`src/bsc_pkg.sv`:
```
// Package: configuration-space map and boot-segment field layout
package bsc_pkg;
    localparam int          ADDR_W            = 24;
    localparam int          CFG_W             = 8;
    // Configuration space and register map
    localparam logic [23:0] CFG_SPACE_LO      = 24'h800000;
    localparam logic [23:0] CFG_BASE          = 24'hF80000;
    localparam logic [23:0] ADDR_BOOT_SEG     = 24'hF80000;
    localparam logic [23:0] ADDR_GEN_SEG      = 24'hF80004;
    localparam logic [23:0] ADDR_OSC_SEL      = 24'hF80006;
    localparam logic [23:0] ADDR_OSC          = 24'hF80008;
    localparam logic [23:0] ADDR_WDT          = 24'hF8000A;
    localparam logic [23:0] ADDR_POR          = 24'hF8000C;
    localparam logic [23:0] ADDR_DBG          = 24'hF8000E;
    localparam int          NUM_CFG           = 7;
    // Table page bit that selects configuration space
    localparam int          PAGE_CFG_BIT      = 7;
    // Boot-segment byte fields
    localparam int          SEL_LSB           = 1;
    localparam int          SEL_MSB           = 3;
    localparam int          BWL_BIT           = 0;
    localparam logic [7:0]  BOOT_IMPL_MASK    = 8'h0F;
    localparam logic [7:0]  CFG_ERASED        = 8'hFF;
    // Boot segment select codes
    localparam logic [2:0]  SEL_NONE          = 3'h7;
    localparam logic [2:0]  SEL_SMALL_STD     = 3'h6;
    localparam logic [2:0]  SEL_SMALL_HIGH    = 3'h2;
    localparam logic [2:0]  SEL_LARGE_STD     = 3'h5;
    localparam logic [2:0]  SEL_LARGE_HIGH    = 3'h1;
    // Boot segment bounds
    localparam logic [23:0] BOOT_START        = 24'h000200;
    localparam logic [23:0] BOOT_END_SMALL    = 24'h000AFE;
    localparam logic [23:0] BOOT_END_LARGE    = 24'h0015FE;

    typedef enum logic [2:0] {
        BSC_SEC_NONE = 3'b001,
        BSC_SEC_STD  = 3'b010,
        BSC_SEC_HIGH = 3'b100
    } bsc_sec_t;
endpackage

```
`src/bsc_seg_if.sv`:
```
// Interface: decoded boot-segment view shared by decoder and top
`timescale 1ns/10ps
`default_nettype none
interface bsc_seg_if;
    import bsc_pkg::*;
    logic [7:0]  cfg_byte;
    logic        seg_valid;
    logic        reserved;
    bsc_sec_t    sec;
    logic [23:0] seg_end;
    logic        write_lock;
    modport dec (input cfg_byte, output seg_valid, output reserved, output sec,
                 output seg_end, output write_lock);
    modport top (output cfg_byte, input seg_valid, input reserved, input sec,
                 input seg_end, input write_lock);
endinterface
`default_nettype wire

```
`src/bsc_seg_decode.sv`:
```
// Boot-segment select and write-lock decoder
`timescale 1ns/10ps
`default_nettype none
module bsc_seg_decode (
    bsc_seg_if.dec seg
);
    import bsc_pkg::*;
    logic [2:0] sel;

    always_comb begin
        sel            = seg.cfg_byte[SEL_MSB:SEL_LSB];
        seg.seg_valid  = 1'b0;
        seg.reserved   = 1'b0;
        seg.sec        = BSC_SEC_NONE;
        seg.seg_end    = BOOT_START;
        unique case (sel)
            SEL_SMALL_STD: begin
                seg.seg_valid = 1'b1;
                seg.sec       = BSC_SEC_STD;
                seg.seg_end   = BOOT_END_SMALL;
            end
            SEL_SMALL_HIGH: begin
                seg.seg_valid = 1'b1;
                seg.sec       = BSC_SEC_HIGH;
                seg.seg_end   = BOOT_END_SMALL;
            end
            SEL_LARGE_STD: begin
                seg.seg_valid = 1'b1;
                seg.sec       = BSC_SEC_STD;
                seg.seg_end   = BOOT_END_LARGE;
            end
            SEL_LARGE_HIGH: begin
                seg.seg_valid = 1'b1;
                seg.sec       = BSC_SEC_HIGH;
                seg.seg_end   = BOOT_END_LARGE;
            end
            SEL_NONE: begin
                seg.seg_valid = 1'b0;
            end
            default: begin
                seg.reserved  = 1'b1;
            end
        endcase
        // Lock only meaningful when a segment exists
        seg.write_lock = seg.seg_valid & ~seg.cfg_byte[BWL_BIT];
    end
endmodule
`default_nettype wire

```
`src/bsc_top.sv`:
```
// Configuration-word map and boot-segment protection
`timescale 1ns/10ps
`default_nettype none
module bsc_top (
    // Clock and reset
    input  wire logic                     mclk,
    input  wire logic                     resetn,
    input  wire logic                     clk_en,
    // Non-volatile configuration array, sampled after reset
    input  wire logic [bsc_pkg::NUM_CFG*bsc_pkg::CFG_W-1:0] nv_cfg,
    // Table access from the core
    input  wire logic [7:0]               table_page_register,
    input  wire logic [15:0]              tbl_offset,
    input  wire logic                     tbl_rd,
    input  wire logic                     tbl_wr,
    output logic      [7:0]               tbl_rdata,
    output logic                          tbl_rvalid,
    output logic                          tbl_wr_ok,
    output logic                          tbl_wr_blocked,
    // Decoded boot-segment state
    output logic                          boot_seg_valid,
    output logic                          boot_seg_high_sec,
    output logic                          boot_seg_reserved,
    output logic      [23:0]              boot_seg_end,
    output logic                          boot_segment_write_lock,
    output logic      [bsc_pkg::NUM_CFG*bsc_pkg::CFG_W-1:0] cfg_values
);
    import bsc_pkg::*;

    ////////////////////////////////////////////////////////////////////////
    // Configuration capture after reset release
    logic [CFG_W-1:0] cfg_q [NUM_CFG];
    logic [CFG_W-1:0] cfg_d [NUM_CFG];
    logic             loaded_q;
    logic             loaded_d;

    always_comb begin
        loaded_d = loaded_q | clk_en;
        for (int i = 0; i < NUM_CFG; i++) begin
            cfg_d[i] = cfg_q[i];
            if (!loaded_q && clk_en)
                cfg_d[i] = nv_cfg[i*CFG_W +: CFG_W];
        end
        cfg_d[0] = cfg_d[0] & BOOT_IMPL_MASK;
    end

    always_ff @(posedge mclk or negedge resetn) begin
        if (!resetn) begin
            loaded_q <= 1'b0;
            for (int i = 0; i < NUM_CFG; i++)
                cfg_q[i] <= CFG_ERASED & (i == 0 ? BOOT_IMPL_MASK : 8'hFF);
        end else begin
            loaded_q <= loaded_d;
            for (int i = 0; i < NUM_CFG; i++)
                cfg_q[i] <= cfg_d[i];
        end
    end

    genvar g;
    generate
        for (g = 0; g < NUM_CFG; g++) begin : g_out
            assign cfg_values[g*CFG_W +: CFG_W] = cfg_q[g];
        end
    endgenerate

    ////////////////////////////////////////////////////////////////////////
    // Boot-segment decode
    bsc_seg_if seg ();
    assign seg.cfg_byte = cfg_q[0];

    bsc_seg_decode u_dec (
        .seg (seg)
    );

    ////////////////////////////////////////////////////////////////////////
    // Table access
    logic [23:0] tbl_addr;
    logic        in_cfg;
    logic        hit;
    logic [2:0]  idx;
    logic        in_boot;

    always_comb begin
        tbl_addr = {table_page_register, tbl_offset};
        in_cfg   = table_page_register[PAGE_CFG_BIT];
        hit      = 1'b1;
        idx      = 3'd0;
        unique case (tbl_addr)
            ADDR_BOOT_SEG: idx = 3'd0;
            ADDR_GEN_SEG:  idx = 3'd1;
            ADDR_OSC_SEL:  idx = 3'd2;
            ADDR_OSC:      idx = 3'd3;
            ADDR_WDT:      idx = 3'd4;
            ADDR_POR:      idx = 3'd5;
            ADDR_DBG:      idx = 3'd6;
            default:       hit = 1'b0;
        endcase
        in_boot = !in_cfg && seg.seg_valid
               && tbl_addr >= BOOT_START && tbl_addr <= seg.seg_end;
    end

    logic [7:0] rdata_q;
    logic [7:0] rdata_d;
    logic       rvalid_q;
    logic       rvalid_d;
    logic       wok_q;
    logic       wok_d;
    logic       wblk_q;
    logic       wblk_d;

    always_comb begin
        rdata_d  = rdata_q;
        rvalid_d = 1'b0;
        wok_d    = 1'b0;
        wblk_d   = 1'b0;
        if (tbl_rd && in_cfg) begin
            rvalid_d = 1'b1;
            rdata_d  = hit ? cfg_q[idx] : 8'h00;
        end
        if (tbl_wr) begin
            if (in_cfg) begin
                wblk_d = 1'b1;
            end else if (in_boot && seg.write_lock) begin
                wblk_d = 1'b1;
            end else begin
                wok_d  = 1'b1;
            end
        end
    end

    always_ff @(posedge mclk or negedge resetn) begin
        if (!resetn) begin
            rdata_q  <= 8'h00;
            rvalid_q <= 1'b0;
            wok_q    <= 1'b0;
            wblk_q   <= 1'b0;
        end else if (clk_en) begin
            rdata_q  <= rdata_d;
            rvalid_q <= rvalid_d;
            wok_q    <= wok_d;
            wblk_q   <= wblk_d;
        end
    end

    assign tbl_rdata               = rdata_q;
    assign tbl_rvalid              = rvalid_q;
    assign tbl_wr_ok               = wok_q;
    assign tbl_wr_blocked          = wblk_q;
    assign boot_seg_valid          = seg.seg_valid;
    assign boot_seg_high_sec       = (seg.sec == BSC_SEC_HIGH);
    assign boot_seg_reserved       = seg.reserved;
    assign boot_seg_end            = seg.seg_end;
    assign boot_segment_write_lock = seg.write_lock;
endmodule
`default_nettype wire

```
`config.mk`:
```
export PLATFORM = sky130hd
export DESIGN_NAME = bsc_top
export DESIGN_NICKNAME = d
export VERILOG_FILES = /design/src/bsc_pkg.sv /design/src/bsc_seg_if.sv /design/src/bsc_seg_decode.sv /design/src/bsc_top.sv
export SDC_FILE = /design/constraint.sdc
export NUM_CORES = 1
export LEC_CHECK = 0
export BUFFER_PORTS_ARGS = -buffer_cell sky130_fd_sc_hd__buf_2
export CAP_MARGIN = 20
export CORE_MARGIN = 5
export CORE_UTILIZATION = 47
export CTS_CLUSTER_DIAMETER = 120
export DETAILED_ROUTE_END_ITERATION = 10
export GPL_TIMING_DRIVEN = 0
export HOLD_SLACK_MARGIN = 0.02
export PLACE_DENSITY = 0.81
export SYNTH_ARGS = -nofsm -noshare
export SYNTH_HDL_FRONTEND = slang
export SYNTH_SLANG_ARGS = --single-unit
```
`constraint.sdc`:
```
create_clock -name mclk -period 3.1 [get_ports mclk]
set_clock_uncertainty 0.05 [all_clocks]
set_input_delay 0.62 -clock mclk [delete_from_list [all_inputs] [get_ports mclk]]
set_output_delay 0.62 -clock mclk [all_outputs]
set_load 0.1 [all_outputs]
```
Word level (Yosys, flattened, before mapping)

Index checks and enable logic that the tools add are counted.
W data, S select, Z words.

Register bits after elaboration: 64
Input port bits: 85
Output and inout bits: 95
Word-level logic and storage cells: 65

Equal/unequal tests: 13
Magnitude comparators: 3
Reductions and logical operators: 16
Bitwise operators: 4
Multiplexer cells: 17

Operators by type and width:

| cell                   | number |
|---|---|
| $eq A24 B24 Y1 const B | 7 |
| $pmux W13 S2           | 1 |
| $bmux W8 S3            | 1 |
| $ge A24 B10 Y1 const B | 1 |
| $le A24 B24 Y1         | 1 |
| $mux W8                | 3 |
| $pmux W3 S6            | 1 |
| $eq A3 B3 Y1 const B   | 4 |
| $mux W1                | 10 |
| $reduce_or A2 Y1       | 4 |
| $reduce_or A7 Y1       | 1 |
| $logic_and A1 B1 Y1    | 6 |
| $pmux W3 S2            | 1 |
| $reduce_or A5 Y1       | 1 |
| $ge A4 B4 Y1 const B   | 1 |
| $not A3 Y4             | 1 |
| $reduce_or A4 Y1       | 1 |
| $eq A3 B1 Y1 const B   | 1 |
| $eq A3 B2 Y1 const B   | 1 |
| $logic_not A1 Y1       | 2 |
| $reduce_and A2 Y1      | 1 |
| $and A1 B1 Y1          | 1 |
| $not A1 Y1             | 1 |
| $or A1 B1 Y1           | 1 |

Depth between registers and ports, before layout

Depth after elaboration: 10
Gate-level depth with buffers: 9
Depth with buffers taken out: 8

By module

A second synthesis with hierarchy kept.

Cells, all modules: 366
Area total of the unflattened synthesis: 4025.1 µm²

Modules (own cells, without submodules):

| module         | cells each | seq. area each (µm²) | area an instance (µm²) | instances |
|---|---|---|---|---|
| bsc_top        | 334        | 1666.6               | 3796.1                 | 1 |
| bsc_seg_decode | 32         | 0.0                  | 229.0                  | 1 |

Worst setup path before layout

Ideal clock, no wire load.

Kind: reg2out
From: register cfg_q, in the netlist seg.cfg_byte[1]
To: output port boot_seg_end[9]
Path buffers: 1
Path slack: -1182 ps
Required time: 2430 ps
Data arrival time: 3612 ps
Stages on the path, launching flop included: 4
Path through: dfstp_2 -> clkbuf_1 -> nor2b_1 -> inv_1

Cells in the longest elaborated chain, start to end: 3
Elaborated cells between the ends (all ways): 7
Those cells by class: eq/ne (4); mux (1); reduce/logical (2)

RTL lines:

| element                              | RTL line             | RTL |
|---|---|---|
| start: declaration                   | bsc_top.sv:32        | `logic [CFG_W-1:0] cfg_q [NUM_CFG];` |
| start signal: indexed assignment     | bsc_top.sv:51        | `cfg_q[i] <= CFG_ERASED & (i == 0 ? BOOT_IMPL_MASK : 8'hFF);` |
| start signal: indexed assignment     | bsc_top.sv:55        | `cfg_q[i] <= cfg_d[i];` |
| $eq A3 B3 Y1 (tied with other cells) | bsc_seg_decode.sv:16 | `unique case (sel)` |
| $reduce_or A2 Y1 (no line)           | n/a                  |  |
| $pmux W13 S2 *                       | bsc_seg_decode.sv:16 |  |
| end: declaration                     | bsc_top.sv:24        | `output logic [23:0] boot_seg_end,` |

Every way passes the cells marked *; elsewhere a longest branch is shown, timed or not.

Worst setup path after layout

From: register cfg_q, in the netlist seg.cfg_byte[1]
To: output port boot_seg_end[7]

The elaborated chain is that of the path after synthesis.

==> metrics.txt <==
status=complete, no violations; Hold Path Class=input pin to async pin; Peak VDD IR=0.000525 V; Yosys reg bits=64; sw frac=48.7%; clock power share=23.7%; Slew HR=51.4%; max_cap viols=0; initial antenna violation count=0; crit path capture type=primary output; die height=100 um; Final #Nets=613; Placeable Area=7810 um2; GR Util All Layers=21.6%; Commonest cells post-synth=dfstp_2 (52), mux2_2 (52), buf_4 (28); Ys Warns=0; Synth Cell Area=3810 um2; final WL=10,800 um; post-synth top area cell=dfstp_2; IO Port Bufs=between 150 and 200; GPL Wtd Cong=0.855; Avg Vias per Cell=5.32; post-route cell area=5080 um2; total congestion overflow=0; largest net degree at the start of global routing=41; EDFF count, synth=0; max-slew violation count=0; Critical path origin=seg.cfg_byte[1]$_DFFE_PN1P_; endpoints failing setup=0; WP data arrival=2220 ps; Yosys cell types=54; DRT iter0 DRCs=143; critical path type=register to primary output; width of the die=100 um; clock tree from TritonCTS=done; Internal=1.73 mW; largest fanout on the critical path=9; mean post-synth cell area=11.5 um2; Tightest Pin Transition=729 ps; via count=3,316; clk slew on worst S/H paths=80 ps; Starting Density=48.8%; P&R area growth vs syn=33.4%; Primary FF master, synth=dfstp_2; clk buf depth=2; largest cells by area after synthesis=dfstp_2 (36%), mux2_2 (15%), dfrtp_1 (7.9%); Worst EP required=around 2400 ps; HPWL after DPL=8580 um; Tmin final=~2900 ps; first-pass GRT wire length=17,200 um; ANT cells=0; number of buffers created by CTS=9; die area=about 10,000 um2; fill count=roughly 640; postcts setup bufs=0; Sequential Power Share=31.1%; Hold Worst Slack=216 ps; DR WL/cell=17.3 um; Hold Vio Cnt, Final=0; post-route ant nets=0; drt first pass iters=4; RR Startpoint=seg.cfg_byte[1]$_DFFE_PN1P_; IO Pins=180; FFs w/ async S/R, synth=100%; area share of the largest cell type after synthesis=a little over a third; Final Cycle Share=around 93%; sequential area share after synthesis=43.8%; FMAX=~350 MHz; H-tree depth=3; Place WS=roughly 250 ps; cells after synthesis=330; switching power=1.65 mW; row count=32; Worst Setup Start Kind=register; Power Dens Cells=between 600 and 700 nW/um2; layout cell share with drive strength beyond 1=65.1%; clock sink count=64; worst setup margin=approximately 210 ps; RSZ-0062 raised after global routing=false; vias in the first global route=3,458; root buf cell=clkbuf_8; Residual DRC=0; Leak=2.39 nW; area of placed instances=4850 um2; Gate power share=45.2%; worst-skew pair later-pin latency=350 ps
-- logic make-up after synthesis --
group	synth area share, %
adders and majority gates	3.94
DFF	43.8
buffers and inverters	7.95
AOI/OAI and AO/OA	12.1
and+or+nand+nor	14.4
muxes	17.5
xor gates and xnor gates	0.230
other	0.0985
-- stage by stage --
stage / TNS [ps] / utilization, % / cells / total power, mW
final: 0 / 65.1 / 623 / 3.38
after global routing: 0 / 65.1 / 623 / 3.51
after CTS: 0 / 65.1 / 623 / 3.40
after detailed placement: 0 / 62.1 / 607 / 2.59
after global placement: 0 / 61.9 / 606 / 2.57
after floorplan: -3.86 / - / 345 / 2.34
-- layout by cell type, fill, tap and decap left out, drive strengths merged, types with 3 or more instances in the layout --
master,Yosys,final
clkbuf,10,20
nor2b,6,6
dfrtp,12,12
nor2,7,7
nor3,4,4
dfstp,52,52
mux2,52,52
nor4,8,8
ha,12,12
and2,10,10
inv,7,7
or2,3,3
and4,4,4
o21ai,6,6
o211ai,12,12
a21boi,8,8
and3,10,10
clkinvlp,0,3
a221oi,5,5
buf,31,191
a21oi,4,4
nand2,9,9
a211oi,4,4
mux2i,8,8
a22oi,4,4
a31oi,6,6
nand3,9,9
o31ai,5,5
conb,1,16
a21o,4,4
-- what timing repair did --
item,CTS,global route
hold buffers,0,0
setup endpoints to repair,7,0
resized for setup,1,0
-- layer usage --
metal | global-route usage, % | vias to the layer above | wire, um
li1 | - | 1558 | -
met1 | 26.6 | 1586 | 4390
met2 | 36.8 | 153 | 5130
met3 | 5.56 | 19 | 1040
met4 | 7.67 | 0 | 219
met5 | 0 | - | 0
-- power groups by stage --
| stage | clock network, mW | logic [mW] | registers, mW |
|---|---|---|---|
| 5_1_grt | 0.850 | 1.59 | 1.07 |
| 3_3_place_gp | 0 | 1.51 | 1.06 |
| 4_1_cts | 0.810 | 1.54 | 1.05 |
| 6_report | 0.801 | 1.53 | 1.05 |
| 2_1_floorplan | 0 | 0.649 | 1.69 |
| 3_5_place_dp | 0 | 1.53 | 1.06 |
-- flip-flops by register name, summed over array words and instances (netlist names) --
signal and flops:
tbl_wr_blocked 1, tbl_wr_ok 1, cfg_values 48, tbl_rdata 8
tbl_rvalid 1, seg.cfg_byte 4, loaded_q 1
-- path summary, 6_finish.rpt --
check,end,slack (ps),depth (start not counted)
worst max-delay path,boot_seg_end[7],210,5
min in group mclk,loaded_q$_DFF_PN0_,420,1
max in group asynchronous,cfg_values[11]$_DFFE_PN1P_,2090,2
worst max register to register,tbl_wr_blocked$_DFFE_PN0P_,480,9
worst min register to register,loaded_q$_DFF_PN0_,420,1
worst min-delay path,tbl_rdata[5]$_DFFE_PN0P_,220,1
-- cell type report --
class / instances / area [um2] / area share (%)
Buffer: 41 / 278 / 5.47
Clock buffer: 10 / 128 / 2.51
Clock inverter: 6 / 92.6 / 1.82
Inverter: 7 / 30.0 / 0.591
Multi-Input combinational cell: 233 / 1940 / 38.2
Sequential cell: 64 / 1670 / 32.9
Tap cell: 102 / 128 / 2.51
Timing Repair Buffer: 160 / 816 / 16.1
-- critical path: stages (launching register included) --
cell	delay [ps]
dfstp_4	610
clkbuf_2	210
xnor2_4	230
clkinvlp_4	330
buf_4	210
buf_2	280
(Power assumes the default switching activity.)
